==> src/verilog/vc_arb_regs_defs.vh <==
// constants for the channel arbitration status and capability registers
`ifndef VC_ARB_REGS_DEFS_VH
`define VC_ARB_REGS_DEFS_VH

// bus geometry
`define ADDR_W 12
`define DATA_W 32
`define STRB_W 4
`define WORD_LSB 2

// register byte offsets
`define OFF_CTRL 12'h000
`define OFF_STAT 12'h004
`define OFF_CAP 12'h008
`define OFF_RSEL 12'h00C
// weight table window, one word per entry
`define OFF_TBL 12'h100
`define TBL_AW 4
`define TBL_DEPTH 16
`define TBL_LAST 4'hF
`define TBL_HI_MSB 11
`define TBL_HI_LSB 6

// port_channel_control fields
`define LOAD_REQ_BIT 0
`define SEL_MSB 3
`define SEL_LSB 1
`define SEL_W 3
`define SEL_RST 3'h0

// port_channel_status fields
`define PEND_BIT 0
`define PEND_RST 1'b0

// channel_resource_capability fields
`define CAP_MSB 7
`define CAP_LSB 0
`define CAP_W 8
`define UNDEF_BIT 14
// bits 6-7 of the support field are reserved
`define CAP_RSVD_MASK 8'h3F
// support field value of this resource, all six schemes offered
`define CAP_SUPPORT 8'h3F
// value driven on the legacy bit, arbitrary
`define UNDEF_VAL 1'b0

// resource scheme select register
`define RSEL_MSB 2
`define RSEL_W 3
`define RSEL_RST 3'h0

// responses
`define RESP_OKAY 2'h0
`define RESP_SLVERR 2'h2

`define ZERO32 32'h00000000

`endif

==> src/verilog/weight_table_mem.v <==
// weight table storage: byte-lane write port, registered read port
`timescale 1ns/10ps
`default_nettype none
`include "vc_arb_regs_defs.vh"

module weight_table_mem (
    input wire clk,
    input wire wr_en,
    input wire [`STRB_W-1:0] wr_strb,
    input wire [`TBL_AW-1:0] wr_addr,
    input wire [`DATA_W-1:0] wr_data,
    input wire rd_en,
    input wire [`TBL_AW-1:0] rd_addr,
    output reg [`DATA_W-1:0] rd_data
);
    reg [`DATA_W-1:0] mem [0:`TBL_DEPTH-1];
    integer i;

    // write each enabled byte lane; no reset, contents are software's
    always @(posedge clk) begin
        if (wr_en) begin
            for (i = 0; i < `STRB_W; i = i + 1) begin
                if (wr_strb[i]) begin
                    mem[wr_addr][i*8 +: 8] <= wr_data[i*8 +: 8];
                end
            end
        end
    end

    // read data from a register, one cycle after rd_en
    always @(posedge clk) begin
        if (rd_en) begin
            rd_data <= mem[rd_addr];
        end
    end
endmodule // weight_table_mem

`default_nettype wire

==> src/verilog/vc_arb_status_capability_regs.v <==
// axi4-lite register bank: table status, load, capability, weight table
//
// Decided for this implementation: register access over AXI4-Lite and the address map.
`timescale 1ns/10ps
`default_nettype none
`include "vc_arb_regs_defs.vh"

// Summary of operation
// - any weight table write sets the table-pending flag, status bit 0
// - flag clears once loading finishes after a table-load request, unless the table was written during the walk
// - flag resets to 0; meaningful only when the scheme uses the table
// - capability bits 7:0 hold the read-only scheme support field
// - bits 0..5 name rr, wrr32/64/128, time wrr128, wrr256; 6-7 reserved
// - with several support bits, resource selectable to any advertised one
// - support field meaningful for switch, p2p root and root_register_block
// - capability bit 14 read-only undefined; software ignores it
// - table_load_request bit always reads back 0
module vc_arb_status_capability_regs (
    input wire clk,
    input wire reset_n,
    input wire [`ADDR_W-1:0] s_axi_awaddr,
    input wire s_axi_awvalid,
    output wire s_axi_awready,
    input wire [`DATA_W-1:0] s_axi_wdata,
    input wire [`STRB_W-1:0] s_axi_wstrb,
    input wire s_axi_wvalid,
    output wire s_axi_wready,
    output reg [1:0] s_axi_bresp,
    output reg s_axi_bvalid,
    input wire s_axi_bready,
    input wire [`ADDR_W-1:0] s_axi_araddr,
    input wire s_axi_arvalid,
    output wire s_axi_arready,
    output reg [`DATA_W-1:0] s_axi_rdata,
    output reg [1:0] s_axi_rresp,
    output reg s_axi_rvalid,
    input wire s_axi_rready,
    output reg [`SEL_W-1:0] channel_arb_select,
    output reg [`RSEL_W-1:0] port_arb_select,
    output reg table_pending_flag,
    output reg table_latch_valid,
    output reg [`TBL_AW-1:0] table_latch_index,
    output wire [`DATA_W-1:0] table_latch_data
);
    // held write address and data, taken in either order
    reg aw_held_r;
    reg [`ADDR_W-1:0] awaddr_r;
    reg w_held_r;
    reg [`DATA_W-1:0] wdata_r;
    reg [`STRB_W-1:0] wstrb_r;
    // read side
    reg rd_mem_r;
    // loader
    reg ld_active_r;
    reg [`TBL_AW-1:0] ld_idx_r;
    reg dirty_r;

    wire do_wr;
    wire wr_tbl;
    wire wr_ctrl;
    wire wr_rsel;
    wire load_start;
    wire ld_done;
    wire ar_fire;
    wire ar_tbl;
    wire mem_rd_en;
    wire [`TBL_AW-1:0] mem_rd_addr;
    wire [`DATA_W-1:0] mem_q;
    wire [`RSEL_W-1:0] rsel_wr;
    wire [`CAP_W-1:0] cap_field;
    reg [`DATA_W-1:0] reg_rd_val;
    reg reg_rd_hit;

    // true when the word address falls in the weight table window
    function is_table;
        input [`ADDR_W-1:0] a;
        reg [`ADDR_W-1:0] base;
        begin
            // same slice of the window base, so both sides match in width
            base = `OFF_TBL;
            is_table = (a[`TBL_HI_MSB:`TBL_HI_LSB] ==
                        base[`TBL_HI_MSB:`TBL_HI_LSB]);
        end
    endfunction

    // table entry index from a byte address
    function [`TBL_AW-1:0] tbl_index;
        input [`ADDR_W-1:0] a;
        begin
            tbl_index = a[`WORD_LSB +: `TBL_AW];
        end
    endfunction

    // word-aligned compare, low address bits ignored
    function addr_is;
        input [`ADDR_W-1:0] a;
        input [`ADDR_W-1:0] off;
        begin
            addr_is = (a[`ADDR_W-1:`WORD_LSB] == off[`ADDR_W-1:`WORD_LSB]);
        end
    endfunction

    // no port-type input: the field reads alike wherever the block sits
    // field always driven
    // reserved support bits forced to zero
    assign cap_field = `CAP_SUPPORT & `CAP_RSVD_MASK;

    // write channel handshakes: each side is free until its item is held
    assign s_axi_awready = ~aw_held_r;
    assign s_axi_wready = ~w_held_r;
    assign do_wr = aw_held_r & w_held_r & ~s_axi_bvalid;
    assign wr_tbl = do_wr & is_table(awaddr_r);
    assign wr_ctrl = do_wr & addr_is(awaddr_r, `OFF_CTRL) & wstrb_r[0];
    assign wr_rsel = do_wr & addr_is(awaddr_r, `OFF_RSEL) & wstrb_r[0];
    // only a written 1 requests a load; 0 is a no-op
    assign load_start = wr_ctrl & wdata_r[`LOAD_REQ_BIT];
    assign rsel_wr = wdata_r[`RSEL_MSB:0];

    // capture address and data independently
    always @(posedge clk or negedge reset_n) begin
        if (!reset_n) begin
            aw_held_r <= 1'b0;
            awaddr_r <= {`ADDR_W{1'b0}};
            w_held_r <= 1'b0;
            wdata_r <= `ZERO32;
            wstrb_r <= {`STRB_W{1'b0}};
        end else begin
            if (s_axi_awvalid && !aw_held_r) begin
                aw_held_r <= 1'b1;
                awaddr_r <= s_axi_awaddr;
            end else if (do_wr) begin
                aw_held_r <= 1'b0;
            end
            if (s_axi_wvalid && !w_held_r) begin
                w_held_r <= 1'b1;
                wdata_r <= s_axi_wdata;
                wstrb_r <= s_axi_wstrb;
            end else if (do_wr) begin
                w_held_r <= 1'b0;
            end
        end
    end

    // write response; unmapped offsets answer slverr
    always @(posedge clk or negedge reset_n) begin
        if (!reset_n) begin
            s_axi_bvalid <= 1'b0;
            s_axi_bresp <= `RESP_OKAY;
        end else if (do_wr) begin
            s_axi_bvalid <= 1'b1;
            if (is_table(awaddr_r) || addr_is(awaddr_r, `OFF_CTRL) ||
                addr_is(awaddr_r, `OFF_STAT) ||
                addr_is(awaddr_r, `OFF_CAP) ||
                addr_is(awaddr_r, `OFF_RSEL)) begin
                s_axi_bresp <= `RESP_OKAY;
            end else begin
                s_axi_bresp <= `RESP_SLVERR;
            end
        end else if (s_axi_bready) begin
            s_axi_bvalid <= 1'b0;
        end
    end

    // writable control fields; status and capability writes fall away
    always @(posedge clk or negedge reset_n) begin
        if (!reset_n) begin
            channel_arb_select <= `SEL_RST;
            port_arb_select <= `RSEL_RST;
        end else begin
            if (wr_ctrl) begin
                channel_arb_select <= wdata_r[`SEL_MSB:`SEL_LSB];
            end
            // any advertised scheme may be chosen; others refused
            // a 3-bit select always lands inside the 8-bit field
            if (wr_rsel && cap_field[rsel_wr]) begin
                port_arb_select <= rsel_wr;
            end
        end
    end

    // loader walks every entry once, one per cycle, after a request.
    // a new request restarts the walk so the latest values win.
    always @(posedge clk or negedge reset_n) begin
        if (!reset_n) begin
            ld_active_r <= 1'b0;
            ld_idx_r <= {`TBL_AW{1'b0}};
        end else if (load_start) begin
            ld_active_r <= 1'b1;
            ld_idx_r <= {`TBL_AW{1'b0}};
        end else if (ld_active_r) begin
            ld_idx_r <= ld_idx_r + 1'b1;
            if (ld_idx_r == `TBL_LAST) begin
                ld_active_r <= 1'b0;
            end
        end
    end

    // latch strobe follows each loader read by one cycle, except a read cut off by a new request
    always @(posedge clk or negedge reset_n) begin
        if (!reset_n) begin
            table_latch_valid <= 1'b0;
            table_latch_index <= {`TBL_AW{1'b0}};
        end else begin
            table_latch_valid <= ld_active_r & ~load_start;
            table_latch_index <= ld_idx_r;
        end
    end
    assign table_latch_data = mem_q;
    assign ld_done = table_latch_valid & (table_latch_index == `TBL_LAST)
                     & ~ld_active_r;

    // table write during a walk may be missed by it, so remember it
    always @(posedge clk or negedge reset_n) begin
        if (!reset_n) begin
            dirty_r <= 1'b0;
        end else if (load_start) begin
            dirty_r <= 1'b0;
        end else if (wr_tbl && (ld_active_r || table_latch_valid)) begin
            dirty_r <= 1'b1;
        end
    end

    // reported under every scheme; whether it matters is software's call
    // flag resets to 0
    always @(posedge clk or negedge reset_n) begin
        if (!reset_n) begin
            table_pending_flag <= `PEND_RST;
        end else if (wr_tbl) begin
            table_pending_flag <= 1'b1;
        end else if (ld_done && !dirty_r) begin
            table_pending_flag <= 1'b0;
        end
    end

    // loader owns the read port; a table read waits in arready meanwhile
    assign ar_tbl = is_table(s_axi_araddr);
    assign s_axi_arready = ~s_axi_rvalid & ~rd_mem_r &
                           ~(ar_tbl & (ld_active_r | load_start));
    assign ar_fire = s_axi_arvalid & s_axi_arready;
    assign mem_rd_en = ld_active_r | (ar_fire & ar_tbl);
    assign mem_rd_addr = ld_active_r ? ld_idx_r : tbl_index(s_axi_araddr);

    weight_table_mem u_table (
        .clk(clk),
        .wr_en(wr_tbl),
        .wr_strb(wstrb_r),
        .wr_addr(tbl_index(awaddr_r)),
        .wr_data(wdata_r),
        .rd_en(mem_rd_en),
        .rd_addr(mem_rd_addr),
        .rd_data(mem_q)
    );

    // register read mux
    always @* begin
        reg_rd_val = `ZERO32;
        reg_rd_hit = 1'b1;
        if (addr_is(s_axi_araddr, `OFF_CTRL)) begin
            reg_rd_val[`LOAD_REQ_BIT] = 1'b0;
            reg_rd_val[`SEL_MSB:`SEL_LSB] = channel_arb_select;
        end else if (addr_is(s_axi_araddr, `OFF_STAT)) begin
            reg_rd_val[`PEND_BIT] = table_pending_flag;
        end else if (addr_is(s_axi_araddr, `OFF_CAP)) begin
            reg_rd_val[`CAP_MSB:`CAP_LSB] = cap_field;
            reg_rd_val[`UNDEF_BIT] = `UNDEF_VAL;
        end else if (addr_is(s_axi_araddr, `OFF_RSEL)) begin
            reg_rd_val[`RSEL_MSB:0] = port_arb_select;
        end else begin
            reg_rd_hit = 1'b0;
        end
    end

    // read answer: registers next cycle, table entries one cycle later
    always @(posedge clk or negedge reset_n) begin
        if (!reset_n) begin
            rd_mem_r <= 1'b0;
            s_axi_rvalid <= 1'b0;
            s_axi_rdata <= `ZERO32;
            s_axi_rresp <= `RESP_OKAY;
        end else if (ar_fire && ar_tbl) begin
            rd_mem_r <= 1'b1;
        end else if (ar_fire) begin
            s_axi_rvalid <= 1'b1;
            s_axi_rdata <= reg_rd_val;
            s_axi_rresp <= reg_rd_hit ? `RESP_OKAY : `RESP_SLVERR;
        end else if (rd_mem_r) begin
            rd_mem_r <= 1'b0;
            s_axi_rvalid <= 1'b1;
            s_axi_rdata <= mem_q;
            s_axi_rresp <= `RESP_OKAY;
        end else if (s_axi_rready) begin
            s_axi_rvalid <= 1'b0;
        end
    end
endmodule // vc_arb_status_capability_regs

`default_nettype wire

==> config.mk <==
export PLATFORM = sky130hd
export DESIGN_NAME = vc_arb_status_capability_regs
export DESIGN_NICKNAME = d
export VERILOG_FILES = /design/src/verilog/weight_table_mem.v /design/src/verilog/vc_arb_status_capability_regs.v
export VERILOG_INCLUDE_DIRS = /design/src /design/src/verilog
export SDC_FILE = /design/constraint.sdc
export NUM_CORES = 1
export LEC_CHECK = 0
export BUFFER_PORTS_ARGS = -buffer_cell sky130_fd_sc_hd__buf_2
export CAP_MARGIN = 20
export CORE_MARGIN = 1.5
export CORE_UTILIZATION = 57
export DETAILED_ROUTE_END_ITERATION = 16
export PLACE_DENSITY_LB_ADDON = 0.12
export SLEW_MARGIN = 25
export SYNTH_ARGS = -nofsm -noshare
export SYNTH_HDL_FRONTEND = slang
export SYNTH_HIERARCHICAL = 1
export SYNTH_SLANG_ARGS = --single-unit
==> constraint.sdc <==
create_clock -name clk -period 8.3 [get_ports clk]
set_clock_uncertainty 0.15 [all_clocks]
set_input_delay 0.415 -clock clk [delete_from_list [all_inputs] [get_ports clk]]
set_output_delay 0.415 -clock clk [all_outputs]
set_load 0.005 [all_outputs]
==> results of run 1 <==
-- cells in the mapped netlist, types with 2 or more instances --
cell        n
a21oi_1     3
a22o_1     26
a22oi_1    66
buf_1      12
buf_2      14
buf_4      11
clkbuf_1   28
dfrtp_1   103
edfxtp_1  544
inv_1       5
mux2_1      6
mux2_2     50
mux2i_1     4
mux4_2    128
nand2_1    56
nand2b_1    2
nand3_1     8
nand3_2     2
nand3b_1    2
nand4_1     2
nor2_1     77
nor2b_1    10
nor3_1      4
nor3b_1     2
nor4_1      2
o21a_1      4
o21ai_0     5
o22ai_1     3
xor2_1      2
-- worst max path at each step --
| stage | start | end | slack [ps] | depth (start not counted) |
|---|---|---|---|---|
| finish | ld_active_r$_DFF_PN0_ | u_table/rd_data[16]$_DFFE_PP_ | 4520 | 6 |
| floorplan | awaddr_r[6]$_DFFE_PN0P_ | u_table/rd_data[0]$_DFFE_PP_ | 5640 | 5 |
| global placement | ld_active_r$_DFF_PN0_ | u_table/rd_data[16]$_DFFE_PP_ | 4230 | 5 |
| global route | ld_active_r$_DFF_PN0_ | u_table/rd_data[16]$_DFFE_PP_ | 4210 | 6 |
| CTS | ld_active_r$_DFF_PN0_ | u_table/rd_data[16]$_DFFE_PP_ | 4150 | 5 |
| detailed placement | ld_active_r$_DFF_PN0_ | u_table/rd_data[16]$_DFFE_PP_ | 4210 | 5 |
-- per-layer routing --
layer	vias to the layer above	wire length, um
li1	5313	-
met1	6291	20200
met2	410	24200
met3	65	3620
met4	0	893
met5	-	0
-- repair_timing --
action,CTS,global route
buffers inserted,0,0
hold endpoints to repair,85,0
hold buffers,51,0
gates resized for setup,0,0
-- layout by cell type (no fill, tap or decap), drive strengths merged, types with 20 or more instances in the layout --
master / instances
clkinv: 20
buf: 158
a22oi: 66
mux4: 128
dlygate4sd3: 51
mux2: 56
clkbuf: 100
a22o: 26
edfxtp: 544
dfrtp: 103
nor2: 77
nand2: 56
-- cells by family (layout without fill, tap and decap cells) --
logic type	count (synthesis)	after routing	synth area share
flip-flops	647	647	0.771
multiplexers	188	188	0.145
AND/OR/NAND/NOR	180	180	0.0348
AO/OA/AOI/OAI	113	113	0.0350
buffers and inverters	70	335	0.0131
XOR/XNOR	3	3	0.00107
adder cells (fa/ha/maj)	1	1	0.000510
other	1	2	0.000153
-- where the power goes --
part	internal (uW)	leakage, uW	switching [uW]	total [uW]
clock network	1650	0.00103	1160	2810
logic	267	0.00264	280	547
registers	4060	0.00621	459	4520
-- sequential cells by signal (all words and copies together), names as in the netlist --
signal / cells
u_table/mem: 512
ld_active_r: 1
s_axi_rdata: 32
table_latch_valid: 1
s_axi_rresp: 1
table_pending_flag: 1
s_axi_bvalid: 1
aw_held_r: 1
w_held_r: 1
s_axi_rvalid: 1
awaddr_r: 10
channel_arb_select: 3
dirty_r: 1
s_axi_bresp: 1
rd_mem_r: 1
wstrb_r: 4
u_table/rd_data: 32
table_latch_index: 4
port_arb_select: 3
ld_idx_r: 4
wdata_r: 32
-- per-stage QoR --
| stage | instances | util | total power (uW) |
|---|---|---|---|
| after floorplan | 1204 | - | 4740 |
| after global placement | 1834 | 0.611 | 5050 |
| after detailed placement | 1834 | 0.611 | 5110 |
| after CTS | 2006 | 0.672 | 7930 |
| after global routing | 2008 | 0.673 | 8160 |
| final | 2008 | 0.673 | 7870 |
-- worst reg2reg max path: stages, from the launching register on --
cell	delay, ps
dfrtp_1	710
mux2_8	600
buf_16	360
buf_6	660
mux4_2	670
a22oi_1	300
nand2_1	90
-- layout make-up --
type	instances	area share
inverter	5	0.000660
clock buffer	100	0.0697
multi-input combinational	487	0.189
tap	539	0.0237
clock inverter	21	0.00356
timing repair buffer	209	0.0485
sequential	647	0.665
==> key figures, run 1 <==
Die
  – Die width: 211 um
  – Starting Density: 0.581
  – Die Ht: 211 um
  – Ports: 152
  – Num rows: 75
  – CORE AREA: 42200 um^2
  – Die ar.: 44300 um^2

Detailed routing
  – DR pass1 iterations: 5
  – DR DRC count: 0
  – ANT nets after route: 0
  – Drt total wl: 48900 um
  – Vias: 12079
  – Via density: 6.02
  – Drt first-iter violations: 984
  – DR WL/cell: 24.3 um

Placed design
  – Dpl hpwl: 29400 um
  – Placed cell area: 25800 um^2
  – Pre-CTS setup slack: 4210 ps
  – Routability congestion estimate: 0.765
  – Port Buf Inserts: 145

Pwr
  – Pwr dens: 277 nW/um^2
  – Maximum VDD drop: 0.000177 V
  – Leakage: 0.00988 uW

Cells and area
  – Layout cells sized above 1: 0.304
  – Multi-input gate area: 5360 um^2
  – Final Cell Area: 28400 um^2
  – Storage cell area: 18900 um^2
  – Post-layout nets: 1484
  – Fillcell total: 2728
  – Area grow syn2layout: 15.9%
  – Inserted Diodes: 0

Logic synthesis
  – Syn Inst Count: 1203
  – Avg Synthesized Cell Area: 20.4 um^2
  – Seq/Total Area, Yosys: 0.771
  – Ys flop type: edfxtp_1
  – Fraction of registers with async set/reset: 0.159
  – Mapped Area: 24500 um^2
  – Count of cell types in the netlist: 51
  – Top cells by area, synth: edfxtp_1 67%, mux4_2 12%, dfrtp_1 11%
  – Post-synth EDFFs: 544
  – Dominant cell type by area after synthesis: edfxtp_1
  – YS warnings: 6
  – #FFs+latches synth: 647
  – Post-synth top area share: 0.666

GRT
  – Global route overflow: 0
  – GRT Max-Usage Layer: met2
  – GR Util met1: 0.306
  – Largest net degree at the start of global routing: 78
  – Vias in the first global route: 12410
  – Initial antenna violation count: 0
  – First-pass GRT wire length: 73800 um
  – Met3 Usage GRT: 0.0505
  – Total track usage: 0.226
  – Met2 Use GR: 0.374

Critical path
  – R2r setup slk: 4520 ps
  – CP endpoint kind: flop
  – CP max stage delay: 710 ps
  – Worst Path Buf+Inv: 2
  – CP max-delay cell: dfrtp_1
  – Worst path cell trace: mux2_8 -> buf_16 -> buf_6 -> mux4_2 -> a22oi_1 -> nand2_1
  – Startpoint Class: flop
  – Req. time, crit path: 8460 ps
  – Worst Path Class, Setup: flop to flop
  – Crit-path max FO: 52
  – Crit path max-delay family: multiplexers
  – Reg2Reg Launch Point: ld_active_r$_DFF_PN0_
  – R2R cell count: 6
  – Arr. time, crit path: 3940 ps
  – Worst reg2reg endpoint: u_table/rd_data[16]$_DFFE_PP_

STA
  – Unrepaired setup endpoints after global routing: false
  – Setup_tns: 0 ps
  – Slew Limit Fails: 0
  – Final hold vios: 0
  – Final Setup Violations: 0
  – WHS: 92.4 ps
  – Final worst slack: 4520 ps
  – Worst-Margin Slew: 974 ps
  – Normalized max-slew margin: 0.348
  – Fmax: 265 MHz
  – Final Cycle Share: 0.455
  – Tmin final: 3780 ps

Flow run
  – Max cap viols: 0

Worst hold path
  – Hold endpoint: rd_mem_r$_DFFE_PN0P_
  – HP Class: input port to flop
  – Hold_sp: s_axi_araddr[9]
  – Number of cells on the worst hold path: 4

CTS
  – Htree depth: 3
  – # clock sinks: 647
  – CTS tree: yes
  – TritonCTS Buffers: 66
  – Clock root buffer master: clkbuf_16
  – Clock slew at reported path FFs: 60 ps
  – Worst-Skew Late Latency: 580 ps
  – Max Buffers Root-to-Sink: 3

Outcome
  – Status: complete, no violations
(Power assumes the default switching activity.)
==> run 2: changes to the inputs <==
==> constraint.sdc (replaced) <==
create_clock -name clk -period 3.89 [get_ports clk]
set_clock_uncertainty 0.15 [all_clocks]
set_input_delay 0.1945 -clock clk [delete_from_list [all_inputs] [get_ports clk]]
set_output_delay 0.1945 -clock clk [all_outputs]
set_load 0.005 [all_outputs]
==> run 2 against run 1 <==
Against the previous run:
- first-iteration DRC count rose by 11%
- critical path type unchanged
- clock power rose by 120%
- worst setup slack worse by 3800 ps
- critical endpoint is now u_table/mem[4][27]$_DFFE_PP_
- critical path depth shrank 1
- non-clock buffer count increased by 83
- hold slack improved by 28 ps
- wire length up 11%
- total power rose by 120%
- largest power group unchanged
==> key figures, run 2 (synthesis results as in run 1) <==
Critical path
  – R2r setup slk: 700 ps
  – Arr. time, crit path: 3240 ps
  – CP max stage delay: 730 ps
  – Startpoint Class: flop
  – CP max-delay cell: nor2_1
  – Worst reg2reg endpoint: u_table/mem[4][27]$_DFFE_PP_
  – Crit path max-delay family: simple AND/OR/NAND/NOR gates
  – Worst Path Buf+Inv: 0
  – Reg2Reg Launch Point: awaddr_r[6]$_DFFE_PN0P_
  – R2R cell count: 5
  – CP endpoint kind: flop
  – Worst Path Class, Setup: flop to flop
  – Crit path depth: 5
  – Worst path cell trace: or4_4 -> nor3_4 -> and2_2 -> nand2_1 -> nor2_1
  – Req. time, crit path: 3940 ps
  – Crit-path max FO: 16

STA
  – Worst-Margin Slew: 974 ps
  – Fmax: 313 MHz
  – Setup_tns: 0 ps
  – Final worst slack: 699 ps
  – Unrepaired setup endpoints after global routing: false
  – Final hold vios: 0
  – Tmin final: 3190 ps
  – Final Setup Violations: 0
  – Final Cycle Share: 0.820
  – Normalized max-slew margin: 0.348
  – WHS: 120 ps
  – Slew Limit Fails: 0

Detailed routing
  – DR DRC count: 0
  – DR WL/cell: 25.9 um
  – Via density: 6.04
  – Drt first-iter violations: 1097
  – Vias: 12617
  – Drt total wl: 54000 um
  – ANT nets after route: 0
  – DR pass1 iterations: 5

Cells and area
  – Max FFs per register: 512
  – Commonest non-fill, non-tap cell in the layout: edfxtp_1
  – Multi-input gate area: 5360 um^2
  – Storage cell area: 18900 um^2
  – Layout cells sized above 1: 0.330
  – Inserted Diodes: 0
  – Commonest non-fill, non-tap cells in the layout: 544 x edfxtp_1, 144 x buf_2, 128 x mux4_2, 102 x dfrtp_1, 79 x buf_4
  – Post-layout nets: 1567
  – Area grow syn2layout: 18.9%
  – Fillcell total: 2708
  – Top reg by flops: u_table/mem

Placed design
  – Routability congestion estimate: 0.767
  – Port Buf Inserts: 145
  – Dpl hpwl: 32600 um
  – Pre-CTS setup slack: 685 ps

CTS
  – Htree depth: 3
  – CTS tree: yes
  – Post-cts sizing count: 0
  – Max Buffers Root-to-Sink: 3
  – # clock sinks: 647
  – Worst-Skew Late Latency: 580 ps
  – Number of post-CTS setup repair buffers: 0
  – Clock root buffer master: clkbuf_16
  – Clock slew at reported path FFs: 60 ps
  – TritonCTS Buffers: 66

Pwr
  – Maximum VDD drop: 0.000550 V
  – Reg power frac: 0.567
  – Proportion of power drawn by the clock network: 0.363
  – Sw frac: 0.245
  – Combinational Power Share: 0.071
  – Net switching power: 4230 uW
  – Pwr dens: 591 nW/um^2
  – Internal Power: 13000 uW
  – Leakage: 0.0103 uW
  – Tot Pwr: 17200 uW

Die
  – CORE AREA: 42200 um^2
  – Die width: 211 um
  – Ports: 152
  – Num rows: 75
  – Die Ht: 211 um
  – Starting Density: 0.581
  – Die ar.: 44300 um^2

GRT
  – Vias in the first global route: 13182
  – Initial antenna violation count: 1
  – First-pass GRT wire length: 81100 um
  – Largest net degree at the start of global routing: 51
  – Global route overflow: 0
  – Total track usage: 0.253

Flow run
  – Max cap viols: 0

Outcome
  – Status: complete, no violations

Worst hold path
  – HP Class: input port to asynchronous set/reset pin
==> run 2: worst reg2reg max path, stage by stage, from the launching register on <==
cell and delay [ps]:
dfrtp_1 380, or4_4 580, nor3_4 260, and2_2 310, nand2_1 410, nor2_1 740
==> run 2: layout make-up <==
cell class | instances | area share
multi-input combinational | 487 | 0.184
inverter | 5 | 0.000643
tap | 539 | 0.0231
clock buffer | 97 | 0.0659
sequential | 647 | 0.648
timing repair buffer | 292 | 0.0702
clock inverter | 22 | 0.00798
==> run 2: power by group through the flow <==
stage,Combinational (uW),Sequential [uW],Clock [uW]
CTS,1220,9770,6350
floorplan,773,9350,0
global placement,1150,9810,0
global route,1310,9890,6600
finish,1220,9770,6250
detailed placement,1170,9910,0
==> run 2: layer usage <==
layer  global-route usage  routed length (um)  vias up
met5                    0                   0        -
met4               0.0695                1120        0
met3               0.0554                4020       87
met2                0.414               26700      499
met1                0.351               22100     6553
li1                     -                   -     5478
==> run 2: how the worst max path moves through the flow <==
stage                                        end                    start
detailed placement  u_table/mem[4][26]$_DFFE_PP_  awaddr_r[6]$_DFFE_PN0P_
finish              u_table/mem[4][27]$_DFFE_PP_  awaddr_r[6]$_DFFE_PN0P_
floorplan           u_table/rd_data[0]$_DFFE_PP_  awaddr_r[6]$_DFFE_PN0P_
global placement    u_table/mem[4][30]$_DFFE_PP_  awaddr_r[6]$_DFFE_PN0P_
CTS                 u_table/mem[4][27]$_DFFE_PP_  awaddr_r[6]$_DFFE_PN0P_
global route        u_table/mem[4][27]$_DFFE_PP_  awaddr_r[6]$_DFFE_PN0P_
==> run 2: repair_timing <==
item	in CTS	in global routing
endpoints found under the setup margin	0	0
hold endpoints to repair	160	0
hold buffers	64	0
==> run 2: through the flow <==
stage,utilization,cell area [um^2],std cells
after detailed placement,0.625,26400,1906
after CTS,0.691,29200,2089
after floorplan,-,24500,1204
after global placement,0.625,26400,1906
final,0.691,29200,2089
after global routing,0.691,29200,2089
